## config.mk

```make
export PLATFORM = sky130hd
export DESIGN_NAME = timer8_wave_output_control
export DESIGN_NICKNAME = d
export VERILOG_FILES = /design/src/hw/timer8_pkg.sv /design/src/hw/timer8_wave_output_control.sv
export VERILOG_INCLUDE_DIRS = /design/src /design/src/hw
export SDC_FILE = /design/constraint.sdc
export NUM_CORES = 1
export LEC_CHECK = 0
export BUFFER_PORTS_ARGS = -buffer_cell sky130_fd_sc_hd__buf_4
export CORE_MARGIN = 3
export CORE_UTILIZATION = 35
export CTS_CLUSTER_SIZE = 10
export DETAILED_ROUTE_END_ITERATION = 8
export GPL_ROUTABILITY_DRIVEN = 0
export PLACE_DENSITY_LB_ADDON = 0.3
export SLEW_MARGIN = 25
export SYNTH_ARGS = -nofsm -noshare
export SYNTH_HDL_FRONTEND = slang
export SYNTH_SLANG_ARGS = --single-unit
```

## constraint.sdc

```tcl
create_clock -name core_clk -period 2.8 [get_ports core_clk]
set_clock_uncertainty 0.2 [all_clocks]
set_input_delay 0.28 -clock core_clk [delete_from_list [all_inputs] [get_ports core_clk]]
set_output_delay 0.28 -clock core_clk [all_outputs]
set_load 0.005 [all_outputs]
```

## src/hw/timer8_regs.svh

```systemverilog
// Purpose: Register offsets, field positions and constants of the 8-bit timer wave control
// Assumes: APB byte addresses, one register per aligned 32-bit word
// Notes: Definitions only
`ifndef TIMER8_REGS_SVH
`define TIMER8_REGS_SVH

`define REG_WAVE_CTRL_A 8'h30
`define REG_WAVE_CTRL_B 8'h34
`define REG_CMP_A 8'h38
`define REG_CMP_B 8'h3C
`define REG_COUNT 8'h40
`define REG_STATUS 8'h44

`define WCA_ACT_A_HI 7
`define WCA_ACT_A_LO 6
`define WCA_ACT_B_HI 5
`define WCA_ACT_B_LO 4
`define WCA_MODE_HI 1
`define WCA_MODE_LO 0
`define WCA_WRITE_MASK 8'hF3
`define WCB_TOP_BIT 3
`define STS_OVF_BIT 0
`define STS_DOWN_BIT 1

`define RESET_BYTE 8'h00
`define COUNT_MAX 8'hFF
`define COUNT_BOTTOM 8'h00
`define COUNT_ONE 8'h01

`define MODE_NORMAL 3'h0
`define MODE_PC_FF 3'h1
`define MODE_CTC 3'h2
`define MODE_FAST_FF 3'h3
`define MODE_PC_CMP 3'h5
`define MODE_FAST_CMP 3'h7

`define ACT_OFF 2'h0
`define ACT_TOGGLE 2'h1
`define ACT_CLEAR 2'h2
`define ACT_SET 2'h3

`endif

```

## src/hw/timer8_pkg.sv

```systemverilog
// Purpose: Types shared by the 8-bit timer wave control
// Assumes: Nothing beyond the register header
// Notes: State of the block is one packed struct
package timer8_pkg;

   typedef enum {KIND_PLAIN, KIND_FAST, KIND_PHASE} wave_kind_t;

   typedef struct packed {
      logic [7:0] ctrlA;
      logic modeTop;
      logic [7:0] cmpA;
      logic [7:0] cmpB;
      logic [7:0] cmpAAct;
      logic [7:0] cmpBAct;
      logic [7:0] count;
      logic down;
      logic pinA;
      logic pinB;
      logic enA;
      logic enB;
      logic ovf;
      logic pready;
      logic pslverr;
      logic [31:0] prdata;
   } state_t;

endpackage : timer8_pkg

```

## src/hw/timer8_wave_output_control.sv

```systemverilog
// Purpose: 8-bit timer counting sequence and compare output pins A and B
// Assumes: timerTick is a one-cycle enable from a prescaler on core_clk
// Notes: Registers over APB; pins expose value and override enable
`timescale 1ns/10ps
`default_nettype none
`include "timer8_regs.svh"

module timer8_wave_output_control
   import timer8_pkg::*;
(
   input wire logic core_clk,
   input wire logic rst_n,
   input wire logic timerTick,
   input wire logic psel,
   input wire logic penable,
   input wire logic pwrite,
   input wire logic [7:0] paddr,
   input wire logic [31:0] pwdata,
   output logic [31:0] prdata,
   output logic pready,
   output logic pslverr,
   output logic cmpOutAPin,
   output logic cmpOutAEn,
   output logic cmpOutBPin,
   output logic cmpOutBEn,
   output logic overflowFlag
);

   state_t s_q;
   state_t s_d;
   logic [2:0] waveModeSel;
   wave_kind_t kind;
   logic [7:0] topVal;
   logic ovfEvent;
   logic bufLoad;
   logic [1:0] nextA;
   logic [1:0] nextB;
   logic wrDone;
   logic rdStart;

   // Returns {enable, value} of one compare output for this tick
   function automatic logic [1:0] pin_next(input logic [1:0] act, input logic chanA,
      input logic [7:0] cmpV, input logic cur, input wave_kind_t k,
      input logic [7:0] cnt, input logic [7:0] top, input logic dn, input logic topBit);
      logic hit;
      logic en;
      logic val;
      hit = (cnt == cmpV);
      val = cur;
      en = (act != `ACT_OFF);
      case (k)
         KIND_PLAIN:
         begin
            if (hit)
            begin
               case (act)
                  `ACT_TOGGLE: val = ~cur;
                  `ACT_CLEAR: val = 1'b0;
                  `ACT_SET: val = 1'b1;
                  default: val = cur;
               endcase
            end
         end
         default:
         begin
            if (act == `ACT_TOGGLE)
            begin
               en = !chanA || topBit;
               if (chanA && topBit && hit)
                  val = ~cur;
            end
            else if (act[1] && k == KIND_FAST)
            begin
               if (hit && cmpV != top)
                  val = act[0];
               if (cnt == top)
                  val = ~act[0];
            end
            else if (act[1])
            begin
               if (hit && cmpV == top)
                  val = ~act[0];
               else if (hit)
                  val = dn ? ~act[0] : act[0];
            end
         end
      endcase
      return {en, val};
   endfunction : pin_next

   ////////////////////////////////////////////////////////////////////////////
   // Mode decode

   always_comb
   begin
      waveModeSel = {s_q.modeTop, s_q.ctrlA[`WCA_MODE_HI:`WCA_MODE_LO]};
      // sequence and TOP source; reserved modes count as normal
      case (waveModeSel)
         `MODE_PC_FF, `MODE_PC_CMP: kind = KIND_PHASE;
         `MODE_FAST_FF, `MODE_FAST_CMP: kind = KIND_FAST;
         default: kind = KIND_PLAIN;
      endcase
      case (waveModeSel)
         `MODE_CTC, `MODE_PC_CMP, `MODE_FAST_CMP: topVal = s_q.cmpAAct;
         default: topVal = `COUNT_MAX;
      endcase
      case (kind)
         KIND_PHASE: ovfEvent = s_q.down && s_q.count == `COUNT_ONE;
         KIND_FAST: ovfEvent = s_q.count == topVal;
         default: ovfEvent = s_q.count == `COUNT_MAX;
      endcase
      case (kind)
         KIND_PHASE: bufLoad = timerTick && !s_q.down && s_q.count == topVal;
         KIND_FAST: bufLoad = timerTick && s_q.count == topVal;
         default: bufLoad = 1'b1;
      endcase
      nextA = pin_next(s_q.ctrlA[`WCA_ACT_A_HI:`WCA_ACT_A_LO], 1'b1, s_q.cmpAAct, s_q.pinA,
                       kind, s_q.count, topVal, s_q.down, s_q.modeTop);
      nextB = pin_next(s_q.ctrlA[`WCA_ACT_B_HI:`WCA_ACT_B_LO], 1'b0, s_q.cmpBAct, s_q.pinB,
                       kind, s_q.count, topVal, s_q.down, s_q.modeTop);
      wrDone = psel && penable && s_q.pready && pwrite;
      rdStart = psel && penable && !s_q.pready;
   end

   ////////////////////////////////////////////////////////////////////////////
   // Next state

   always_comb
   begin
      s_d = s_q;
      s_d.pready = 1'b0;
      s_d.pslverr = 1'b0;
      s_d.enA = nextA[1];
      s_d.enB = nextB[1];
      if (timerTick)
      begin
         s_d.pinA = nextA[0];
         s_d.pinB = nextB[0];
         case (kind)
            KIND_PHASE:
            begin
               // dual slope, TOP held one tick
               if (!s_q.down && s_q.count == topVal)
               begin
                  s_d.down = 1'b1;
                  s_d.count = (topVal == `COUNT_BOTTOM) ? `COUNT_BOTTOM : s_q.count - `COUNT_ONE;
               end
               else if (s_q.down && s_q.count == `COUNT_BOTTOM)
               begin
                  s_d.down = 1'b0;
                  s_d.count = `COUNT_ONE;
               end
               else if (s_q.down)
                  s_d.count = s_q.count - `COUNT_ONE;
               else
                  s_d.count = s_q.count + `COUNT_ONE;
            end
            default:
            begin
               s_d.down = 1'b0;
               if (s_q.count == topVal)
                  s_d.count = `COUNT_BOTTOM;
               else
                  s_d.count = s_q.count + `COUNT_ONE;
            end
         endcase
      end
      if (bufLoad)
      begin
         s_d.cmpAAct = s_q.cmpA;
         s_d.cmpBAct = s_q.cmpB;
      end
      // Set wins over a write-one clear in the same cycle
      if (wrDone && paddr == `REG_STATUS && pwdata[`STS_OVF_BIT])
         s_d.ovf = 1'b0;
      if (timerTick && ovfEvent)
         s_d.ovf = 1'b1;
      if (rdStart)
      begin
         s_d.pready = 1'b1;
         s_d.prdata = '0;
         case (paddr)
            `REG_WAVE_CTRL_A: s_d.prdata[7:0] = s_q.ctrlA;
            `REG_WAVE_CTRL_B: s_d.prdata[`WCB_TOP_BIT] = s_q.modeTop;
            `REG_CMP_A: s_d.prdata[7:0] = s_q.cmpA;
            `REG_CMP_B: s_d.prdata[7:0] = s_q.cmpB;
            `REG_COUNT: s_d.prdata[7:0] = s_q.count;
            `REG_STATUS:
            begin
               s_d.prdata[`STS_OVF_BIT] = s_q.ovf;
               s_d.prdata[`STS_DOWN_BIT] = s_q.down;
            end
            default: s_d.pslverr = 1'b1;
         endcase
      end
      if (wrDone)
      begin
         case (paddr)
            `REG_WAVE_CTRL_A: s_d.ctrlA = pwdata[7:0] & `WCA_WRITE_MASK;
            `REG_WAVE_CTRL_B: s_d.modeTop = pwdata[`WCB_TOP_BIT];
            `REG_CMP_A: s_d.cmpA = pwdata[7:0];
            `REG_CMP_B: s_d.cmpB = pwdata[7:0];
            default: s_d.cmpB = s_d.cmpB;
         endcase
      end
   end

   always_ff @(posedge core_clk or negedge rst_n)
   begin
      if (!rst_n)
         s_q <= '0;
      else
         s_q <= s_d;
   end

   assign prdata = s_q.prdata;
   assign pready = s_q.pready;
   assign pslverr = s_q.pslverr;
   assign cmpOutAPin = s_q.pinA;
   assign cmpOutAEn = s_q.enA;
   assign cmpOutBPin = s_q.pinB;
   assign cmpOutBEn = s_q.enB;
   assign overflowFlag = s_q.ovf;
endmodule : timer8_wave_output_control
`default_nettype wire

```

**Yosys cells after proc, flatten, opt, wreduce, memory -nomap -nowiden**

Index checks and enable logic that the tools add are counted.

- Logic and storage cells: 149
- Register bits after elaboration: 63
- Output and inout bits: 39
- Input port bits: 46

- $add $sub $neg: 2
- Mux-type cells: 46
- Reductions and logical operators: 43
- Bitwise operators: 4
- Equal/unequal tests: 38

Operators by type and width:

| cell | count |
|---|---|
| == test 8 bit | 5 |
| 2-to-1 mux 8 bit | 5 |
| 2-to-1 mux 34 bit | 1 |
| == test 32 x 2 -> 1 bit, second input constant | 1 |
| == test 8 x 6 -> 1 bit, second input constant | 4 |
| logical NOT 32 bit | 1 |
| 2-to-1 mux 1 bit | 29 |
| logical AND 1 bit | 20 |
| 2-to-1 mux 9 bit | 2 |
| == test 8 x 7 -> 1 bit, second input constant | 2 |
| logical NOT 8 bit | 2 |
| inequality test 8 bit | 2 |
| one-hot mux 4 bit (4 select lines) | 1 |
| AND reduction 7 bit | 2 |
| inequality test 4 x 2 -> 1 bit, second input constant | 3 |
| nonzero test 4 bit | 3 |
| == test 2 bit, second input constant | 5 |
| one-hot mux 2 bit (5 select lines) | 1 |
| AND reduction 2 bit | 5 |
| one-hot mux 1 bit (3 select lines) | 3 |
| adder 8 x 1 -> 8 bit, second input constant | 1 |
| == test 8 x 1 -> 1 bit, second input constant | 1 |
| == test 8 bit, second input constant | 1 |
| subtractor 8 x 1 -> 8 bit, second input constant | 1 |
| 19 further kinds | 32 |

**Logic depth before layout (Yosys ltp)**

Gate-level depths: netlist of the first run.

- Depth in word-level cells: 10
- Gate-level depth with buffers: 11

**Least setup slack after synthesis of the first run**

Ideal clock, no wire load.

- Path kind: register to register
- Start point: reg s_q[80] (netlist bit)
- End point: reg s_q[50] (netlist bit)
- Period minus slack after synthesis: 2.661 ns
- Arrival time: 2.336 ns
- Path slack: 0.139 ns
- Cell stages (with the launch flop): 11
- Required time: 2.475 ns
- Cells stage by stage: dfrtp_1 -> or3b_1 -> buf_2 -> a21o_1 -> a221oi_2 -> o2111a_2 -> nand2_2 -> o21a_1 -> buf_6 -> buf_6 -> mux2_4

- Word-level cells in the longest chain between the ends: 6

Ends and longest elaborated chain:

| element | line | RTL |
|---|---|---|
| start, declared | timer8_wave_output_control.sv:29 | `state_t s_q;` |
| start signal, assigned | timer8_wave_output_control.sv:211 | `s_q <= '0;` |
| start signal, assigned | timer8_wave_output_control.sv:213 | `s_q <= s_d;` |
| == test 3 x 2 -> 1 bit / == test 3 bit (equally long branches) | timer8_wave_output_control.sv:103, timer8_wave_output_control.sv:98 |  |
| OR reduction 3 bit | timer8_wave_output_control.sv:103 | `case (waveModeSel)` |
| 2-to-1 mux 8 bit | timer8_wave_output_control.sv:103 |  |
| == test 8 bit | timer8_wave_output_control.sv:113, timer8_wave_output_control.sv:114 |  |
| logical AND 1 bit (on tied branches) | timer8_wave_output_control.sv:114, timer8_wave_output_control.sv:113 |  |
| one-hot mux 1 bit (2 select lines) * | timer8_wave_output_control.sv:112 | `case (kind)` |

Every way passes the cells marked *; elsewhere a longest branch is shown, timed or not.
A chain may end at the register's enable or synchronous reset.

**Final worst setup path of the first run**

- Start point: reg s_q[80] (netlist bit)
- End point: reg s_q[54] (netlist bit)

The elaborated chain is that of the path after synthesis.

==> flow_summary_export.csv, run 1 <==
group,metric,value,unit
synthesis,synth_cell_type_count,66,
synthesis,async_flop_share,1.00,
power_and_ir_drop,power-per-cell-area,556,mW/mm2
synthesis,syn_area_per_cell,9.23,um2
timing,fmax,0.368,GHz
synthesis,synth_simple_gate_area_frac,0.169,
detailed_routing,routed_wirelength,12.0,mm
critical_path,end_kind,"register",
power_and_ir_drop,combPwrFrac,0.229,
floorplan,dieArea,0.0139,mm2
timing,maxSlewViolCount,0,
finish,nFillCells,1204,
detailed_routing,drc,0,
critical_path,start_kind,"register",
global_routing,grt_pass1_vias,3677,
finish,fin_cells,692,
clock_network,tritoncts,"done",
floorplan,rows,40,
synthesis,synthXorXnorAreaFrac,0.0361,
synthesis,synth-edff-count,0,
global_routing,grt_overflow,0,
critical_path,setup.worst_path.start,"s_q[80]",
hold_path,worstHoldStart,"pwdata[3]",
timing,min_period_over_period,0.970,
global_routing,grt_usage,0.173,
floorplan,initial_core_util,0.361,
critical_path,slowest_delay,0.42,ns
floorplan,core_area,0.0121,mm2
power_and_ir_drop,power_frac_seq,0.352,
synthesis,synthCells,473,
power_and_ir_drop,p_sw,0.861,mW
critical_path,worstPathRequired,2.82,ns
placed_design,numPortBuffers,36,
critical_path,cp_data_arrival_time,2.73,ns
floorplan,ios,85,
synthesis,synth_fa_ha_area_frac,0.0287,
synthesis,yosys_warnings,0,
synthesis,ys_dominant_reg_cell,"dfrtp_1",
synthesis,synthMuxAreaShare,0.116,
power_and_ir_drop,p_leak,2.39,nW
power_and_ir_drop,ir_drop,0.000307,V
finish,area_growth,19.1,%
detailed_routing,drt_iter0_drc,432,
clock_network,cts_buffers,9,
detailed_routing,ant_nets,0,
synthesis,seq_area_frac_synth,0.361,
global_routing,grt_max_degree,64,
synthesis,synth_top_family_by_area,"compound AO/OA/AOI/OAI gates",
detailed_routing,via_per_inst,5.47,
synthesis,synth_compound_area_frac,0.179,
detailed_routing,wire_per_inst,17.4,um
timing,finalSetupViolCount,0,
clock_network,cts_buffer_depth,2,
floorplan,chipHeight,118,um
global_routing,antenna_found_initial,0,
timing,slew_headroom,0.452,
timing,period_needed,2.72,ns
placed_design,placed_area,0.00480,mm2
timing,setup_ws,0.0843,ns
power_and_ir_drop,pwr-share-clk,0.418,
placed_design,place_ws,-0.00872,ns
synthesis,synth_top_area_share,0.361,
global_routing,grt_pass1_wl,19.2,mm
timing,hold-worst-slack,0.00810,ns
synthesis,synth.area.top_cells,"dfrtp_1, mux2_2, buf_4, mux2_4, xnor2_1",
critical_path,critical-path-slowest-cell,"or3b_4",
clock_network,numClockSinks,63,
hold_path,hold_class,"primary input to register",
timing,finalHoldViolCount,0,
detailed_routing,dr.pass1.iters,5,
critical_path,r2r_start,"s_q[80]",
finish,drive_above_1_share,0.267,
run,cap_violations,0,
synthesis,ys_seq_elements,63,
clock_network,h-tree-depth,3,
floorplan,die_width,118,um
finish,finalNetCount,577,
detailed_routing,via_count,3783,
clock_network,clockRootBuffer,"clkbuf_16",
power_and_ir_drop,internal_power,2.03,mW
synthesis,synth_area,0.00437,mm2
timing,worst_pin_slew,0.822,ns
placed_design,dp_hpwl,8.83,mm
synthesis,yosysTopAreaCell,"dfrtp_1",
finish,antenna_cells,0,
critical_path,path_cells,"or3b_4 -> a21o_1 -> a221oi_2 -> o2111a_2 -> nand2_4 -> o21a_1 -> buf_12 -> mux2_4",
critical_path,cp_max_fo,16,
power_and_ir_drop,switching_share,0.298,
critical_path,crit_type,"register to register",
finish,final_area,0.00520,mm2
placed_design,place_inst,670,
outcome,outcome,"completed",
clock_network,cts.clk_slew.worst_paths,0.05,ns
clock_network,clk_latency,0.34,ns
## critical path, delay by kind of cell (launching register included)
kind / cells / cell delay, ns
AO/OA/AOI/OAI: 4 / 0.99
buffers and inverters: 1 / 0.17
flip-flops: 1 / 0.41
multiplexers: 1 / 0.30
AND/OR/NAND/NOR: 2 / 0.53
## placed cells by master (no fill, tap or decap), types with 3 or more instances in the layout
master,count
mux2i_1,4
nand3_1,19
o2111ai_1,6
a221oi_1,6
mux2_4,10
a21oi_1,14
a22oi_1,6
nand2_1,35
ha_1,10
mux2_2,28
inv_1,25
a22o_1,8
and3_1,3
xnor2_1,17
nand4_1,12
o211ai_1,5
and2_1,4
o22ai_1,6
nor4_1,4
o21ai_0,25
clkbuf_16,9
buf_4,72
dlygate4sd3_1,3
conb_1,24
nor3_1,17
dfrtp_1,62
o221ai_1,5
nor2_1,30
or2_2,3
## layout make-up
class	count	area, um2	area share
Sequential cell	63	1580	0.303
Multi-Input combinational cell	346	2410	0.465
Tap cell	168	210	0.0404
Timing Repair Buffer	76	591	0.114
Clock buffer	11	243	0.0467
Clock inverter	3	68.8	0.0132
Inverter	25	93.8	0.0181
## routing by layer
metal  vias to the layer above  track usage  part of all wire
li1                       1769            -                 -
met1                      1829        0.231              0.44
met2                       163        0.274              0.46
met3                        22       0.0432             0.071
met4                         0       0.0579             0.026
met5                         -            0                 0
## per-stage QoR
step / power, mW / setup TNS (ns) / util
floorplan: 1.47 / 0 / -
global placement: 1.67 / 0 / 0.396
detailed placement: 1.68 / -0.0322 / 0.396
CTS: 2.91 / 0 / 0.425
global route: 3.04 / -0.00414 / 0.429
finish: 2.89 / 0 / 0.429
## cell families after synthesis
group | count (synthesis)
compound gates | 108
xor+xnor | 18
fa+ha+maj | 10
buf+inv | 87
flops | 63
mux | 42
other cells | 1
simple gates | 144
## registers in the layout, indices dropped and copies added (netlist names)
name          cells
overflowFlag      1
cmpOutAEn         1
pslverr           1
cmpOutBEn         1
prdata            8
cmpOutBPin        1
pready            1
cmpOutAPin        1
s_q              48
## synthesized netlist by cell type (5+ instances only)
library cell,number
a21oi_1,14
a221oi_1,6
mux2_2,28
mux2_4,10
o221ai_1,5
ha_1,10
nand2_1,35
nor3_1,17
o2111ai_1,6
inv_1,25
nor2_1,30
clkbuf_1,18
a22o_1,8
buf_4,32
o22ai_1,6
o211ai_1,5
dfrtp_1,63
xnor2_1,17
nand4_1,12
o21ai_0,25
nand3_1,19
a22oi_1,6
and2_1,5
## repair_timing
action	4_1_cts	5_1_grt
hold buffers	3	0
endpoints found under the hold margin	66	0
pin swaps	1	2
resized for setup	1	5
setup buffers	1	4
setup endpoints to repair	17	25
## power groups by stage
stage | Combinational, mW | Sequential (mW) | Clock, mW
finish | 0.662 | 1.02 | 1.21
global route | 0.739 | 1.03 | 1.28
CTS | 0.655 | 1.02 | 1.23
detailed placement | 0.646 | 1.03 | 0
global placement | 0.639 | 1.03 | 0
floorplan | 0.461 | 1.01 | 0
## worst paths after layout
check / endpoint / slack [ns] / depth (start not counted)
max in group asynchronous: s_q[81] / 1.43 / 2
max reg2reg: s_q[54] / 0.08 / 8
min in group asynchronous: s_q[43] / 0.38 / 2
min: s_q[75] / 0.008 / 2
max: s_q[54] / 0.08 / 8
min reg2reg: prdata[7] / 0.28 / 2
No activity file was read; power rests on OpenSTA's default activity.
==> run 2, diff against run 1 <==
--- a/config.mk
+++ b/config.mk
@@ -9,6 +9,7 @@
 export BUFFER_PORTS_ARGS = -buffer_cell sky130_fd_sc_hd__buf_4
 export CORE_MARGIN = 3
 export CORE_UTILIZATION = 35
+export CTS_BUF_LIST = sky130_fd_sc_hd__clkbuf_4 sky130_fd_sc_hd__clkbuf_8
 export CTS_CLUSTER_SIZE = 10
 export DETAILED_ROUTE_END_ITERATION = 8
 export GPL_ROUTABILITY_DRIVEN = 0
==> flow_summary_export.csv, run 2 (synthesized netlist as in run 1, its figures left out) <==
group,metric,value,unit
outcome,outcome,"completed",
placed_design,numPortBuffers,36,
critical_path,path_cells,"or3b_4 -> a21o_1 -> a221oi_2 -> o2111a_2 -> nand2_4 -> o21a_1 -> buf_12 -> mux2_4",
floorplan,initial_core_util,0.361,
detailed_routing,via_per_inst,5.41,
floorplan,dieArea,0.0139,mm2
power_and_ir_drop,power-per-cell-area,501,mW/mm2
run,cap_violations,0,
critical_path,critical-path-slowest-cell,"or3b_4",
finish,final-seq-area,0.00158,mm2
critical_path,slowest_delay,0.42,ns
power_and_ir_drop,ir_drop,0.000303,V
detailed_routing,via_count,3774,
power_and_ir_drop,p_total,2.58,mW
floorplan,core_area,0.0121,mm2
critical_path,start_kind,"register",
timing,maxSlewViolCount,0,
global_routing,grt_pass1_wl,19.1,mm
global_routing,antenna_found_initial,0,
clock_network,clk_latency,0.36,ns
timing,fin_setup_tns,0,ns
finish,finalNetCount,582,
timing,hold-worst-slack,0.0435,ns
detailed_routing,routed-wl-met2,5.57,mm
clock_network,h-tree-depth,3,
detailed_routing,drt_iter0_drc,404,
clock_network,numClockSinks,63,
timing,finalHoldViolCount,0,
power_and_ir_drop,p_leak,2.36,nW
critical_path,cp_data_arrival_time,2.74,ns
global_routing,grt_max_degree,64,
floorplan,chipHeight,118,um
hold_path,hold_class,"primary input to register",
finish,antenna_cells,0,
finish,top_register,"s_q",
floorplan,ios,85,
floorplan,rows,40,
detailed_routing,dr.pass1.iters,5,
finish,area_growth,18.1,%
detailed_routing,routed-wl-met3,767,um
detailed_routing,routed.top_layer,"met4",
timing,worst_pin_slew,0.825,ns
detailed_routing,routed_wirelength,12.0,mm
clock_network,cts_buffer_depth,2,
global_routing,grt_overflow,0,
detailed_routing,ant_nets,0,
clock_network,tritoncts,"done",
clock_network,cts_buffers,9,
critical_path,critical_path_buf_inv_count,1,
detailed_routing,met1_length,5.40,mm
critical_path,cp_max_fo,16,
floorplan,die_width,118,um
critical_path,end_kind,"register",
placed_design,place_ws,-0.00872,ns
critical_path,crit_type,"register to register",
timing,fmax,0.370,GHz
finish,layout_common_cells,"buf_4, dfrtp_1, nand2_1",
clock_network,cts.clk_slew.worst_paths,0.07,ns
placed_design,dp_hpwl,8.83,mm
detailed_routing,drc,0,
clock_network,clockRootBuffer,"clkbuf_8",
detailed_routing,wire_per_inst,17.1,um
finish,drive_above_1_share,0.267,
global_routing,grt_usage,0.171,
timing,slew_headroom,0.450,
timing,period_needed,2.70,ns
timing,setup_ws,0.0971,ns
critical_path,worstPathRequired,2.84,ns
critical_path,crit_family,"compound AO/OA/AOI/OAI gates",
finish,multi_input_area,0.00242,mm2
timing,min_period_over_period,0.965,
global_routing,grt_pass1_vias,3661,
finish,nFillCells,1207,
timing,finalSetupViolCount,0,
finish,largest_register_ff_count,48,
finish,layout_commonest_cell,"buf_4",
run 2: cell types whose count changed in the layout (fill, tap and decap cells not counted), sizes merged:
| cell | before | now |
|---|---|---|
| buf | 73 | 72 |
| dlygate4sd3 | 3 | 9 |
run 2: power by group:
part           internal [mW]  switching, mW  total (mW)
clock network          0.528          0.372       0.900
registers              0.958         0.0587        1.02
logic                  0.279          0.388       0.667
run 2: path summary, 6_finish.rpt:
kind	startpoint	to	slack (ns)	cells past startpoint
worst max-delay path	s_q[80]	s_q[54]	0.1	8
worst min-delay path	timerTick	s_q[41]	0.04	2
worst max register to register	s_q[80]	s_q[54]	0.1	8
worst min register to register	prdata[7]	prdata[7]	0.29	2
max in group asynchronous	rst_n	s_q[81]	1.45	2
min in group asynchronous	rst_n	cmpOutBEn	0.36	2
run 2: routing by layer:
layer  vias up  track usage
li1       1769            -
met3        22       0.0375
met1      1835        0.230
met5         -            0
met2       148        0.277
met4         0       0.0527
run 2: metrics by stage:
stage	util	area, um2	instances
2_1_floorplan	-	4450	496
6_report	0.426	5160	697
5_1_grt	0.426	5160	697
3_5_place_dp	0.396	4800	670
4_1_cts	0.421	5100	693
3_3_place_gp	0.396	4800	670
run 2: layout make-up:
cell class,instances,share of cell area
Multi-Input combinational cell,346,0.469
Sequential cell,63,0.306
Timing Repair Buffer,81,0.125
Tap cell,168,0.0408
Clock buffer,11,0.0281
Inverter,25,0.0182
Clock inverter,3,0.0133
run 2: timing repair:
item	in CTS	in global routing
setup buffers	1	3
hold buffers	8	1
pin swaps	1	3
gates resized for setup	1	6
setup endpoints to repair	17	25
hold endpoints to repair	81	1
==> run 3, diff against run 2 <==
--- a/config.mk
+++ b/config.mk
@@ -8,7 +8,7 @@
 export LEC_CHECK = 0
 export BUFFER_PORTS_ARGS = -buffer_cell sky130_fd_sc_hd__buf_4
 export CORE_MARGIN = 3
-export CORE_UTILIZATION = 35
+export CORE_UTILIZATION = 51
 export CTS_BUF_LIST = sky130_fd_sc_hd__clkbuf_4 sky130_fd_sc_hd__clkbuf_8
 export CTS_CLUSTER_SIZE = 10
 export DETAILED_ROUTE_END_ITERATION = 8
==> flow_summary_export.csv, run 3 (synthesized netlist as in run 1, its figures left out) <==
group,metric,value,unit
outcome,outcome,"completed",
clock_network,cts_buffer_depth,2,
detailed_routing,via_count,3845,
finish,final_core_util,0.616,
hold_path,hold_class,"primary input to register",
clock_network,cts.clk_slew.worst_paths,0.08,ns
finish,final_area,0.00508,mm2
floorplan,die_width,98.5,um
timing,worst_pin_slew,0.811,ns
critical_path,start_kind,"register",
clock_network,h-tree-depth,3,
timing,setup_ws,0.0901,ns
floorplan,core_area,0.00826,mm2
power_and_ir_drop,power-per-cell-area,531,mW/mm2
placed_design,numPortBuffers,36,
timing,slew_headroom,0.459,
detailed_routing,dr.pass1.iters,5,
floorplan,dieArea,0.00971,mm2
timing,finalHoldViolCount,0,
floorplan,initial_core_util,0.529,
global_routing,grt_max_degree,64,
placed_design,place_ws,0.0735,ns
critical_path,worstPathRequired,2.84,ns
detailed_routing,drc,0,
finish,top_register,"s_q",
finish,largest_register_ff_count,48,
detailed_routing,via_per_inst,6.11,
timing,fin_setup_tns,0,ns
finish,antenna_cells,0,
floorplan,ios,85,
timing,hold-worst-slack,0.0190,ns
timing,maxSlewViolCount,0,
global_routing,grt_pass1_vias,3557,
placed_design,placed_area,0.00469,mm2
floorplan,rows,33,
critical_path,reg2reg_depth,9,
global_routing,grt_overflow,0,
global_routing,antenna_found_initial,0,
finish,multi_input_area,0.00243,mm2
global_routing,grt_usage,0.233,
global_routing,grt_pass1_wl,18.1,mm
critical_path,reg2reg_to,"s_q[55]",
detailed_routing,drt_iter0_drc,268,
finish,final-seq-area,0.00158,mm2
timing,rsz0062_at_grt,"true",
finish,drive_above_1_share,0.263,
power_and_ir_drop,ir_drop,0.000342,V
clock_network,tritoncts,"done",
detailed_routing,ant_nets,0,
timing,fmax,0.369,GHz
hold_path,whs_path_depth,2,
critical_path,end_kind,"register",
clock_network,cts_buffers,9,
finish,area_growth,16.4,%
finish,layout_common_cells,"dfrtp_1, buf_4, nand2_1",
hold_path,worstHoldStart,"timerTick",
power_and_ir_drop,p_leak,2.35,nW
finish,finalNetCount,575,
finish,nFillCells,697,
critical_path,rrSetupSlack,0.09,ns
floorplan,chipHeight,98.5,um
hold_path,hold_end,"s_q[41]",
clock_network,numClockSinks,63,
critical_path,cp_data_arrival_time,2.75,ns
critical_path,r2r_start,"s_q[80]",
placed_design,dp_hpwl,8.25,mm
timing,finalSetupViolCount,0,
clock_network,clockRootBuffer,"clkbuf_8",
critical_path,cp_max_fo,16,
detailed_routing,wire_per_inst,18.0,um
clock_network,clk_latency,0.36,ns
detailed_routing,routed_wirelength,11.3,mm
run,cap_violations,0,
critical_path,crit_type,"register to register",
timing,period_needed,2.71,ns
timing,min_period_over_period,0.968,
[run 3: metal layers]
metal | part of all wire | track usage | up-vias
li1 | - | - | 1772
met1 | 0.41 | 0.306 | 1883
met2 | 0.49 | 0.383 | 163
met3 | 0.068 | 0.0481 | 27
met4 | 0.029 | 0.0830 | 0
met5 | 0 | 0 | -
[run 3: through the flow]
step	power [mW]	instances
final	2.70	629
after global routing	2.83	629
after CTS	2.70	627
after detailed placement	1.68	602
after global placement	1.66	602
after floorplan	1.47	496
[run 3: how the worst max path moves through the flow]
stage                  from       to  slack, ns  cells past startpoint
global placement    s_q[80]  s_q[50]        0.1                      8
finish              s_q[80]  s_q[55]       0.09                      9
floorplan           s_q[80]  s_q[50]       0.14                     10
detailed placement  s_q[81]  s_q[62]       0.07                      9
CTS                 s_q[80]  s_q[53]       0.03                      8
global route        s_q[80]  s_q[55]      -0.04                      9
[run 3: layout make-up]
| class | instances | area share |
|---|---|---|
| Multi-Input combinational cell | 346 | 0.478 |
| Sequential cell | 63 | 0.310 |
| Timing Repair Buffer | 74 | 0.119 |
| Tap cell | 105 | 0.0258 |
| Clock inverter | 7 | 0.0251 |
| Clock buffer | 9 | 0.0244 |
| Inverter | 25 | 0.0185 |
[run 3: report_power, final]
group / switching (mW) / total, mW / internal, mW
combinational: 0.386 / 0.668 / 0.282
clock: 0.411 / 1.02 / 0.605
sequential: 0.0560 / 1.01 / 0.958
total: 0.853 / 2.70 / 1.84
[run 3: worst max-delay path, cell delays in order (launching register included)]
cell     delay (ns)
dfrtp_1        0.44
buf_12         0.17
and2_1         0.15
nor2_2         0.27
nor3_1         0.08
a221o_2        0.40
nand2_4        0.13
o21a_1         0.20
buf_12         0.18
mux2_2         0.35
[run 3: timing repair]
action / CTS / global route
hold buffers: 9 / 0
endpoints found under the setup margin: 0 / 24
gates resized for setup: 0 / 9
hold endpoints to repair: 82 / 0
buffers inserted: 0 / 2
